## config.mk

```make
export PLATFORM = sky130hd
export DESIGN_NAME = bfsr_regs
export DESIGN_NICKNAME = d
export VERILOG_FILES = /design/src/rtl/bfsr_pkg.sv /design/src/rtl/bfsr_regs.sv /design/src/rtl/bfsr_sticky.sv
export SDC_FILE = /design/constraint.sdc
export NUM_CORES = 1
export LEC_CHECK = 0
export ABC_CLOCK_PERIOD_IN_PS = 2450
export BUFFER_PORTS_ARGS = -buffer_cell sky130_fd_sc_hd__buf_2
export CORE_MARGIN = 3
export CORE_UTILIZATION = 48
export DETAILED_ROUTE_END_ITERATION = 12
export GPL_TIMING_DRIVEN = 0
export HOLD_SLACK_MARGIN = 0.1
export PLACE_DENSITY = 0.88
export SLEW_MARGIN = 20
export SYNTH_ARGS = -nofsm -noshare
export SYNTH_HDL_FRONTEND = slang
export SYNTH_HIERARCHICAL = 1
export SYNTH_SLANG_ARGS = --single-unit
```

## constraint.sdc

```tcl
create_clock -name ref_clk -period 2.45 [get_ports ref_clk]
set_input_delay 0 -clock ref_clk [delete_from_list [all_inputs] [get_ports ref_clk]]
set_output_delay 0 -clock ref_clk [all_outputs]
set_load 0.05 [all_outputs]
```

## src/rtl/bfsr_pkg.sv

```systemverilog
package bfsr_pkg;
  localparam int BFSR_AW = 8;
  localparam int BFSR_DW = 8;
  localparam int BFSR_NSTR = 6;
  localparam logic [7:0] BFSR_OFF_FAULT = 8'h02;
  localparam logic [7:0] BFSR_OFF_FORCE = 8'h04;
  localparam logic [7:0] BFSR_OFF_STREN = 8'h16;
  localparam logic [7:0] BFSR_RST_FAULT = 8'h00;
  localparam logic [7:0] BFSR_RST_FORCE = 8'h00;
  localparam logic [7:0] BFSR_RST_STREN = 8'h3F;
  localparam int BFSR_BIT_OPEN = 7;
  localparam int BFSR_BIT_SHORT = 6;
  localparam int BFSR_BIT_REF = 5;
  localparam int BFSR_BIT_BOOST = 4;
  localparam int BFSR_BIT_OV = 3;
  localparam int BFSR_BIT_OC = 2;
  localparam int BFSR_BIT_TSD = 1;
  localparam int BFSR_BIT_UV = 0;

  typedef struct packed {
    logic led_open;
    logic led_short;
    logic ref_good;
    logic boost_output_good;
    logic overvoltage_event;
    logic overcurrent_event;
    logic thermal_shutdown_flag;
    logic undervoltage_flag;
  } bfsr_det_t;

  typedef struct packed {
    logic [BFSR_AW-1:0] addr;
    logic [BFSR_DW-1:0] wdata;
    logic wr;
    logic rd;
  } bfsr_req_t;
endpackage

```

## src/rtl/bfsr_regs.sv

```systemverilog
// The address-and-strobe port was left to the implementer.
`timescale 1ns/1ps
`default_nettype none
// Functional notes
// - read-only fault register 02h, resets zero
// - bit 7 live open-string status
// - bit 6 live short-string status
// - bit 5 reference good status
// - bit 4 live boost output good
// - bit 3 overvoltage sticky, read clears
// - bit 2 overcurrent sticky, read clears
// - bit 1 thermal shutdown, outputs disabled
// - bit 0 undervoltage, operation disabled
// - string enable 16h, reset 3Fh
// - effective enable ANDs phase-shift enables
module bfsr_regs #(
  parameter int NSTR = bfsr_pkg::BFSR_NSTR
) (
  input wire logic ref_clk,
  input wire logic rst,
  input wire bfsr_pkg::bfsr_req_t req,
  output logic [bfsr_pkg::BFSR_DW-1:0] rdata_q,
  input wire bfsr_pkg::bfsr_det_t det,
  input wire logic [NSTR-1:0] phase_shift_mode,
  input wire logic [NSTR-1:0] dimming_pwm,
  output logic [NSTR-1:0] string_active,
  output logic [NSTR-1:0] led_drive,
  output logic outputs_disabled
);
  import bfsr_pkg::*;

  logic [BFSR_DW-1:0] force_q;
  logic [BFSR_DW-1:0] stren_q;
  logic [BFSR_DW-1:0] fault_view;
  logic fault_rd;
  logic ov_q;
  logic oc_q;

  assign fault_rd = req.rd && (req.addr == BFSR_OFF_FAULT);

  bfsr_sticky u_ov (
    .ref_clk(ref_clk),
    .rst(rst),
    .set_i(det.overvoltage_event),
    .clr_i(fault_rd),
    .flag_q(ov_q)
  );

  bfsr_sticky u_oc (
    .ref_clk(ref_clk),
    .rst(rst),
    .set_i(det.overcurrent_event),
    .clr_i(fault_rd),
    .flag_q(oc_q)
  );

  // live bits sampled straight from detectors
  always_comb begin
    fault_view = BFSR_RST_FAULT;
    fault_view[BFSR_BIT_OPEN] = det.led_open;
    fault_view[BFSR_BIT_SHORT] = det.led_short;
    fault_view[BFSR_BIT_REF] = det.ref_good;
    fault_view[BFSR_BIT_BOOST] = det.boost_output_good;
    fault_view[BFSR_BIT_OV] = ov_q;
    fault_view[BFSR_BIT_OC] = oc_q;
    fault_view[BFSR_BIT_TSD] = det.thermal_shutdown_flag;
    fault_view[BFSR_BIT_UV] = det.undervoltage_flag;
  end

  always_ff @(posedge ref_clk or posedge rst) begin
    if (rst) begin
      force_q <= BFSR_RST_FORCE;
    end else if (req.wr && req.addr == BFSR_OFF_FORCE) begin
      force_q <= {{(BFSR_DW-NSTR){1'b0}}, req.wdata[NSTR-1:0]};
    end
  end

  always_ff @(posedge ref_clk or posedge rst) begin
    if (rst) begin
      stren_q <= BFSR_RST_STREN;
    end else if (req.wr && req.addr == BFSR_OFF_STREN) begin
      stren_q <= {{(BFSR_DW-NSTR){1'b0}}, req.wdata[NSTR-1:0]};
    end
  end

  // writes to the fault register are ignored; unmapped reads return zero
  always_ff @(posedge ref_clk or posedge rst) begin
    if (rst) begin
      rdata_q <= '0;
    end else if (req.rd) begin
      case (req.addr)
        BFSR_OFF_FAULT: rdata_q <= fault_view;
        BFSR_OFF_FORCE: rdata_q <= force_q;
        BFSR_OFF_STREN: rdata_q <= stren_q;
        default: rdata_q <= '0;
      endcase
    end else begin
      rdata_q <= '0;
    end
  end

  // thermal or supply fault blanks every string
  assign outputs_disabled = det.thermal_shutdown_flag | det.undervoltage_flag;

  genvar g;
  generate
    for (g = 0; g < NSTR; g++) begin : g_str
      assign string_active[g] = stren_q[g] & phase_shift_mode[g];
      assign led_drive[g] = string_active[g] & ~outputs_disabled &
                            (force_q[g] | dimming_pwm[g]);
    end
  endgenerate
endmodule // bfsr_regs
`default_nettype wire

```

## src/rtl/bfsr_sticky.sv

```systemverilog
`timescale 1ns/1ps
`default_nettype none
module bfsr_sticky (
  input wire logic ref_clk,
  input wire logic rst,
  input wire logic set_i,
  input wire logic clr_i,
  output logic flag_q
);
  // set wins over a read clear in the same cycle
  always_ff @(posedge ref_clk or posedge rst) begin
    if (rst) begin
      flag_q <= 1'b0;
    end else if (set_i) begin
      flag_q <= 1'b1;
    end else if (clr_i) begin
      flag_q <= 1'b0;
    end
  end
endmodule // bfsr_sticky
`default_nettype wire

```

Yosys cells after proc, flatten, opt, wreduce, memory -nomap -nowiden
Index checks and enable logic that the tools add are counted.
{ "totals": {"register_bits": 22, "elab_cells": 44} }
{ "op_classes": {"n_eq_ne": 3, "muxes": 5, "bitwise_logic": 26, "reduce_logical": 5} }
{ "op_table": {"columns": ["cell", "count"], "rows": [
  ["$pmux W8 S3", 1],
  ["$and A1 B1 Y1", 18],
  ["$eq A8 B2 Y1 const B", 1],
  ["$eq A8 B3 Y1 const B", 1],
  ["$eq A8 B5 Y1 const B", 1],
  ["$mux W8", 1],
  ["$or A1 B1 Y1", 7],
  ["$reduce_bool A2 Y1", 2],
  ["$logic_and A1 B1 Y1", 3],
  ["$mux W1", 3],
  ["$not A1 Y1", 1]
]} }

Logic depth before layout (Yosys ltp)
Gate-level depths: netlist (run 1).
{ "logic_depth": {"depth_word": 4, "ltp_mapped": 6} }

By module
Netlist (run 1), hierarchy kept.
{ "by_module_without_submodules": {"columns": ["mod", "instances", "cells_each", "area_each_um2"], "rows": [
  ["bfsr_regs", 1, 104, 1124.8],
  ["bfsr_sticky", 2, 4, 40.0]
]} }

Worst setup path after synthesis (run 1)
Ideal clock, no wire load.
{ "synth_path": {"path_kind": "register -> output", "from": "reg stren_q[0]", "to": "out led_drive[0]", "arrival_ns": 1.775, "required_ns": 2.450, "path_slack_ns": 0.675, "stages_incl_launch_ff": 4, "n_path_buf": 0, "path_cell_list": "dfstp_2 and2_1 o21ai_0 nor2_1"} }
{ "synth_via": {"elab_chain_len": 3} }
{ "synth_rtl": {"columns": ["element", "line_no", "text"], "rows": [
  ["from (decl)", "bfsr_regs.sv:33", "logic [BFSR_DW-1:0] stren_q;"],
  ["from (signal assigned)", "bfsr_regs.sv:82", "stren_q <= {{(BFSR_DW-NSTR){1'b0}}, req.wdata[NSTR-1:0]};"],
  ["$and A1 B1 Y1", "bfsr_regs.sv:108", "assign string_active[g] = stren_q[g] & phase_shift_mode[g];"],
  ["net string_active[0]", "bfsr_regs.sv:26", "output logic [NSTR-1:0] string_active,"],
  ["$and A1 B1 Y1 (2 in a row)", "bfsr_regs.sv:109", "assign led_drive[g] = string_active[g] & ~outputs_disabled &"],
  ["to (decl)", "bfsr_regs.sv:27", "output logic [NSTR-1:0] led_drive,"]
]} }
The timed path passes the listed nets, and every way through them passes these cells.

Worst setup path after layout (run 1)
{ "layout_path": {"from": "in req[11] (netlist bit)", "to": "reg rdata_q[4] (netlist bit)"} }
{ "layout_via": {"elab_chain_len": 3, "elab_cells_between_ends": 5, "classes_between": "3 x eq/ne; 2 x mux"} }
{ "layout_rtl": {"columns": ["element", "line_no", "text"], "rows": [
  ["from (decl)", "bfsr_regs.sv:21", "input wire bfsr_pkg::bfsr_req_t req,"],
  ["$eq A8 B5 Y1, or another cell as far along", "bfsr_regs.sv:91", "case (req.addr)"],
  ["$pmux W8 S3 *", "bfsr_regs.sv:91", null],
  ["$mux W8 *", "bfsr_regs.sv:90", "end else if (req.rd) begin"],
  ["to (signal assigned)", "bfsr_regs.sv:92", "BFSR_OFF_FAULT: rdata_q <= fault_view;"],
  ["to (signal assigned)", "bfsr_regs.sv:93", "BFSR_OFF_FORCE: rdata_q <= force_q;"],
  ["to (signal assigned)", "bfsr_regs.sv:94", "BFSR_OFF_STREN: rdata_q <= stren_q;"],
  ["to (decl)", "bfsr_regs.sv:22", "output logic [bfsr_pkg::BFSR_DW-1:0] rdata_q,"]
]} }
Every way passes the cells marked *; elsewhere a longest branch is shown, timed or not.
A chain may end at the register's enable or synchronous reset.

==> impl_metrics.csv, run 1 <==
group,metric,value,unit
outcome,status,"finished clean",
synth,synth-adder-area-share,0,
critical_path,start_kind,"input pin",
power_and_ir_drop,p_leak,0.8882,nW
sta,setup_tns,0,ns
power_and_ir_drop,power.total,0.8040,mW
synth,ys_seq_area_frac,0.4631,
critical_path,critPathMaxFanout,6,
clock_tree,htree_levels,1,
final_layout,final_layout_size_suffix_gt1_frac,0.4416,
global_routing,grt_max_degree,21,
drt,vias,1256,
final_layout,fin_nets,238,
global_routing,use_met1,0.2997,
floorplan,core_area,0.002297,sq mm
sta,final_hold_viol_count,0,
power_and_ir_drop,p_per_area,442.3,mW/mm^2
synth,post_synth.cell_area_avg,10.76,sq um
synth,synth_cells,112,
critical_path,rr_startpoint,"stren_q[4]",
drt,drc,0,
synth,synth_compound_area_frac,0.1163,
drt,wl_per_cell,16.25,um
job,cap_violations,0,
global_routing,gr-usage-all-layers,0.2523,
floorplan,die_y,56.10,um
floorplan,die_area,0.003147,sq mm
clock_tree,cts_buffers,3,
critical_path,critPathCapture,"rdata_q[4]",
placement,io_buffers,57,
clock_tree,cts_buffer_depth,2,
critical_path,r2r_end,"rdata_q[4]",
critical_path,cp-startpoint,"req[11]",
drt,antenna_left,0,
clock_tree,cts_tree,"yes",
sta,skew,0.007113,ns
sta,grt_setup_unrepaired,"false",
synth,synth_xor_area_frac,0.007269,
drt,routed_wirelength,3.656,mm
critical_path,reg2regPathDepth,4,
drt,drtIter0Drc,27,
synth,synthMuxAreaShare,0.1121,
clock_tree,clk_pin_slew,0.13,ns
critical_path,rrSetupSlack,0.75,ns
global_routing,met3_usage,0.03944,
global_routing,top_usage_layer,"met2",
final_layout,insertedDiodeCount,0,
synth,synth_top_family_by_area,"simple AND/OR/NAND/NOR gates",
power_and_ir_drop,sw_frac_of_total,0.2449,
floorplan,die_x,56.10,um
placement,place.gp.congestion,0.9282,
final_layout,areaGrowthSynthToFinish,50.88,%
global_routing,grt_pass1_vias,1358,
critical_path,arrival,2.31,ns
worst_hold_path,hp-class,"in -> reg",
floorplan,pin_count,61,
sta,timing.final.crit_share,0.8340,
floorplan,start_util,0.5245,
sta,relSlewSlack,0.5208,
drt,dr.pass1.iters,4,
final_layout,postLayoutCoreUtil,0.7914,
final_layout,fillers,146,
clock_tree,clock_latency,0.32,ns
global_routing,antenna_found_initial,0,
placement,placed_area,0.001525,sq mm
global_routing,globalRouteOverflowTotal,0,
sta,setup_violations,0,
clock_tree,cts-resized-gates,0,
global_routing,grt_util_met2,0.4407,
synth,synthSimpleGateAreaFrac,0.2669,
synth,ys_warn_count,6,
global_routing,grt_pass1_wl,6.354,mm
synth,synth.distinct_cells,27,
synth,syn_area,0.001205,sq mm
floorplan,row_count,17,
sta,slew_viol_final,0,
critical_path,critPathKind,"in -> reg",
synth,synth-seq-cells,22,
power_and_ir_drop,clkPwrFrac,0.352,
final_layout,stdcell_area,0.001818,sq mm
power_and_ir_drop,ir_worst_vdd,0.3267,mV
placement,hpwlAfterDp,2.408,mm
sta,min_period,2.043,ns
drt,via_per_inst,5.582,
power_and_ir_drop,intPower,0.6071,mW
clock_tree,cts_setup_buffers,0,
clock_tree,clock-sinks,22,
sta,worstMarginPinSlew,0.7180,ns
power_and_ir_drop,power_frac_seq,0.478,
power_and_ir_drop,switching_power,0.1969,mW
clock_tree,cts_root_buf,"clkbuf_4",
power_and_ir_drop,p_comb_frac,0.170,
critical_path,worstPathRequired,2.72,ns
sta,fin_hold_ws,0.08614,ns
sta,max_freq,489.4,MHz
critical_path,crit_path_end_kind,"register",
synth,synth_nets,152,
## routing by layer
layer	wire, um	vias to the layer above	part of all wire
met5	0	-	0
met4	89	0	0.024
met3	245	11	0.067
met2	1814	63	0.50
met1	1506	599	0.41
li1	-	583	-
## cells in the mapped netlist, drive strengths merged
| cell type | count | area [sq um] |
|---|---|---|
| or2 | 1 | 6.260 |
| inv | 5 | 18.77 |
| clkbuf | 3 | 11.26 |
| buf | 1 | 11.26 |
| nor4b | 2 | 38.78 |
| mux2 | 12 | 135.1 |
| a211oi | 6 | 45.04 |
| nor3b | 7 | 52.55 |
| nand4 | 1 | 6.260 |
| a21o | 2 | 15.01 |
| nor3 | 1 | 5.000 |
| dfstp | 6 | 157.7 |
| nor4 | 1 | 12.51 |
| o21ai | 6 | 30.03 |
| and4 | 2 | 17.52 |
| dfrtp | 16 | 400.4 |
| and2 | 7 | 45.05 |
| nor2 | 9 | 33.78 |
| and3 | 8 | 51.30 |
| nand3 | 8 | 52.55 |
| o211ai | 6 | 45.04 |
| xnor2 | 1 | 8.760 |
| a21oi | 1 | 5.000 |
## area by class of cell
type	instances	area (sq um)	area share
Inverter	5	18.77	0.01032
Buffer	4	22.52	0.01239
Sequential cell	22	558.0	0.3070
Multi-Input combinational cell	81	605.6	0.3331
Clock inverter	1	30.03	0.01652
Timing Repair Buffer	81	525.5	0.2891
Clock buffer	3	22.52	0.01239
Tap cell	28	35.03	0.01927
## worst min path at each step
| stage | slack (ns) | startpoint | end | cells past startpoint |
|---|---|---|---|---|
| after global placement | -0.15 | rst | u_oc/flag_q | 2 |
| after detailed placement | -0.14 | rst | u_ov/flag_q | 2 |
| final | 0.09 | req[10] | rdata_q[5] | 4 |
| after floorplan | -0.27 | rst | u_oc/flag_q | 1 |
| after global routing | 0.10 | req[10] | rdata_q[3] | 4 |
| after CTS | 0.16 | det[0] | rdata_q[0] | 4 |
## cells by family (layout without fill, tap and decap cells)
family                    Yosys count  after routing
buffers and inverters               9             94
DFF                                22             22
and+or+nand+nor                    47             47
AOI/OAI and AO/OA                  21             21
xor gates and xnor gates            1              1
muxes                              12             12
## registers in the layout, summed over array words and instances, names as in the netlist
signal / flops
force_q: 6
rdata_q: 8
stren_q: 6
u_oc/flag_q: 1
u_ov/flag_q: 1
## power groups by stage
| stage | Clock (mW) | Sequential (mW) | Combinational, mW |
|---|---|---|---|
| 2_1_floorplan | 0 | 0.387 | 0.0593 |
| 3_3_place_gp | 0 | 0.390 | 0.103 |
| 3_5_place_dp | 0 | 0.390 | 0.108 |
| 4_1_cts | 0.285 | 0.384 | 0.132 |
| 5_1_grt | 0.297 | 0.386 | 0.148 |
| 6_report | 0.283 | 0.384 | 0.136 |
## cells in the final DEF, fill, tap and decap left out, types with 2 or more instances in the layout
| cell type | synthesis | final |
|---|---|---|
| a21o_1 | 2 | 2 |
| and4_1 | 2 | 2 |
| nor3b_1 | 7 | 7 |
| mux2_2 | 12 | 12 |
| nor2_1 | 9 | 9 |
| o211ai_1 | 6 | 6 |
| clkbuf_4 | 0 | 3 |
| nand3_1 | 7 | 7 |
| dfstp_2 | 6 | 6 |
| a211oi_1 | 6 | 6 |
| and3_1 | 7 | 7 |
| clkbuf_1 | 3 | 3 |
| dlygate4sd3_1 | 0 | 24 |
| buf_2 | 0 | 57 |
| o21ai_0 | 6 | 6 |
| inv_1 | 5 | 5 |
| dfrtp_1 | 16 | 16 |
| and2_1 | 6 | 6 |
## worst max-delay path: stages
cell and delay, ns:
dlygate4sd3_1 0.53, buf_2 0.15, nor4_2 0.60, nand3_1 0.16, a211oi_1 0.29, dlygate4sd3_1 0.58
## repair_timing
action	in CTS	in global routing
setup endpoints to repair	0	2
hold buffers	25	1
hold endpoints to repair	38	1
## per-stage QoR
step                      instances  setup slack [ns]
after CTS                       226           0.07856
after global placement          197             1.080
after global routing            225            0.2080
after detailed placement        197             1.044
after floorplan                 112            0.6747
final                           225            0.4068
Power figures use the tool's default switching activity.
==> inputs of run 2 (changes only) <==
--- a/config.mk
+++ b/config.mk
@@ -5,14 +5,15 @@
 export SDC_FILE = /design/constraint.sdc
 export NUM_CORES = 1
 export LEC_CHECK = 0
-export ABC_CLOCK_PERIOD_IN_PS = 2450
+export ABC_AREA = 1
+export ABC_CLOCK_PERIOD_IN_PS = 1800
 export BUFFER_PORTS_ARGS = -buffer_cell sky130_fd_sc_hd__buf_2
 export CORE_MARGIN = 3
-export CORE_UTILIZATION = 48
+export CORE_UTILIZATION = 42
 export DETAILED_ROUTE_END_ITERATION = 12
 export GPL_TIMING_DRIVEN = 0
 export HOLD_SLACK_MARGIN = 0.1
-export PLACE_DENSITY = 0.88
+export PLACE_DENSITY = 0.8
 export SLEW_MARGIN = 20
 export SYNTH_ARGS = -nofsm -noshare
 export SYNTH_HDL_FRONTEND = slang
==> constraint.sdc (replaced) <==
create_clock -name ref_clk -period 1.8 [get_ports ref_clk]
set_input_delay 0 -clock ref_clk [delete_from_list [all_inputs] [get_ports ref_clk]]
set_output_delay 0 -clock ref_clk [all_outputs]
set_load 0.05 [all_outputs]
==> impl_metrics.csv, run 2 <==
group,metric,value,unit
global_routing,globalRouteOverflowTotal,0,
floorplan,die_y,62.72,um
power_and_ir_drop,p_per_area,557.5,mW/mm^2
drt,antenna_left,0,
sta,min_period,1.653,ns
clock_tree,cts_buffer_depth,2,
floorplan,core_area,0.002900,sq mm
synth,yosysTopAreaCell,"dfrtp_1",
drt,via_per_inst,4.502,
final_layout,largest_reg_flops,8,
floorplan,row_count,19,
placement,io_buffers,58,
synth,synthSimpleGateAreaFrac,0.3815,
final_layout,areaGrowthSynthToFinish,47.04,%
synth,synth.distinct_cells,19,
global_routing,antenna_found_initial,0,
final_layout,top_regs,"rdata_q: 8 flops, force_q: 6 flops, stren_q: 6 flops",
clock_tree,cts_buffers,3,
synth,ys_seq_area_frac,0.4130,
clock_tree,htree_levels,1,
clock_tree,clk_pin_slew,0.13,ns
placement,place.gp.congestion,0.8116,
floorplan,pin_count,61,
synth,synth-seq-cells,22,
sta,setup_violations,0,
drt,drtIter0Drc,39,
final_layout,fin_nets,290,
clock_tree,cts-resized-gates,0,
critical_path,cpMaxStageDelayCell,"dlygate4sd3_1",
drt,wl_per_cell,11.42,um
synth,synth_compound_area_frac,0.07778,
drt,drc,0,
sta,skew,0.007948,ns
global_routing,grt_pass1_vias,1282,
worst_hold_path,hp-start,"req[17]",
final_layout,final_common_cell,"buf_2",
power_and_ir_drop,p_leak,1.201,nW
final_layout,final_layout_size_suffix_gt1_frac,0.4378,
synth,ys.flop_type,"dfrtp_1",
global_routing,grt_pass1_wl,5.837,mm
synth,syn_area,0.001351,sq mm
synth,synth_cells,163,
floorplan,die_area,0.003934,sq mm
sta,final_hold_viol_count,0,
critical_path,path_common_cell,"buf_2",
sta,setup_tns,0,ns
final_layout,largest_register,"rdata_q",
clock_tree,clock-sinks,22,
clock_tree,clock_latency,0.32,ns
critical_path,cp-startpoint,"det[1]",
clock_tree,cts_root_buf,"clkbuf_4",
sta,slew_viol_final,0,
synth,async_flop_share,1.000,
synth,post_synth.cell_area_avg,8.290,sq um
synth,synthMuxAreaShare,0,
power_and_ir_drop,power.total,1.108,mW
critical_path,path_delay_family,"buffers and inverters",
drt,vias,1310,
critical_path,critPathMaxFanout,7,
critical_path,cp_cell_sequence,"dlygate4sd3_1 -> buf_2 -> or2_2 -> clkbuf_1 -> nor3_1 -> buf_2",
outcome,status,"finished clean",
final_layout,fillers,256,
critical_path,arrival,1.65,ns
critical_path,start_kind,"input pin",
final_layout,final_cell_mix,"58 x buf_2, 30 x inv_1, 30 x nand2_1, 24 x nand3_1, 24 x dlygate4sd3_1",
synth,synth_common_cells,"30 x inv_1, 30 x nand2_1, 24 x nand3_1",
final_layout,insertedDiodeCount,0,
global_routing,grt_max_degree,21,
sta,relSlewSlack,0.5039,
synth,synth-edff-count,0,
sta,worstMarginPinSlew,0.7433,ns
sta,timing.final.crit_share,0.9181,
critical_path,crit_path_end_kind,"output port",
critical_path,critPathKind,"in -> out",
clock_tree,cts_tree,"yes",
placement,hpwlAfterDp,2.364,mm
floorplan,start_util,0.4659,
sta,max_freq,605.1,MHz
floorplan,die_x,62.72,um
synth,ys_warn_count,6,
drt,dr.pass1.iters,4,
synth,synth.area.top_cells,"dfrtp_1 30%, dfstp_2 12%, nand3_1 8.9%, inv_1 8.3%, nand2_1 8.3%",
drt,routed_wirelength,3.322,mm
synth,synth_top_family_by_area,"simple AND/OR/NAND/NOR gates",
critical_path,cp_num_buf_inv,4,
critical_path,worstPathRequired,1.80,ns
critical_path,rr_startpoint,"stren_q[4]",
sta,grt_setup_unrepaired,"false",
synth,synth_xor_area_frac,0,
critical_path,max_stage_delay,0.53,ns
synth,synth_nets,203,
synth,synth_top_area_share,0.2963,
power_and_ir_drop,ir_worst_vdd,0.3493,mV
job,cap_violations,0,
worst_hold_path,hp-class,"in -> reg",
global_routing,gr-usage-all-layers,0.1877,
synth,synth-adder-area-share,0,
[run 2: cell count changes in the layout (fill, tap and decap cells not counted), sizes merged, moves of 7 or more]
cell,previous run,this run
and3,8,0
inv,5,36
mux2,12,0
nand2,0,41
nand3,8,26
nor3b,7,0
[run 2: what timing repair did]
item | in CTS | in global routing
setup buffers | 0 | 0
endpoints found under the hold margin | 38 | 0
hold buffers | 24 | 0
[run 2: final timing paths]
kind                                 to  slack, ns  cells after the start
max                        led_drive[0]       0.15                      6
min                          force_q[5]       0.15                      7
max reg2reg                  stren_q[4]       0.47                      3
min reg2reg                 u_oc/flag_q       0.49                      2
max in group asynchronous    rdata_q[2]       0.98                      3
min in group asynchronous    force_q[3]       0.35                      3
[run 2: metal layers]
metal	global-route usage	routed length, um
met1	0.2217	1302
met2	0.3156	1770
met5	0	0
met3	0.04317	164
met4	0.09917	84
[run 2: cell families after synthesis]
kind of cell	count (synthesis)
buf+inv	40
compound gates	12
simple gates	89
flops	22
[run 2: area by class of cell]
type	count	area, sq um	share of cell area
multi-input combinational	101	620.6	0.3123
sequential	22	558.0	0.2809
timing repair buffer	82	530.5	0.2670
inverter	36	135.1	0.06801
tap	42	52.55	0.02645
buffer	4	37.54	0.01889
clock inverter	1	30.03	0.01511
clock buffer	3	22.52	0.01133
[run 2: where the power goes]
group,switching (mW),leakage [nW],internal [mW]
clock network,0.155,0.0279,0.225
registers,0.0132,0.274,0.513
logic,0.111,0.899,0.0906
total,0.279,1.20,0.829
[run 2: worst min-delay path, delay by kind of cell]
| family | cells | cell delay (ns) |
|---|---|---|
| compound gates | 1 | 0.05 |
| buf+inv | 2 | 0.12 |
| simple gates | 4 | 0.29 |
[run 2: stage by stage]
stage	util	setup slack [ns]	instance area, sq um	hold slack (ns)	std cells
detailed placement	0.5841	0.7381	1694	-0.1391	263
finish	0.6851	0.1475	1987	0.1543	291
global placement	0.5841	0.7318	1694	-0.1450	263
global route	0.6851	0.008372	1987	0.1647	291
floorplan	-	0.01638	1351	-0.2713	163
CTS	0.6851	0.1670	1987	0.1554	291
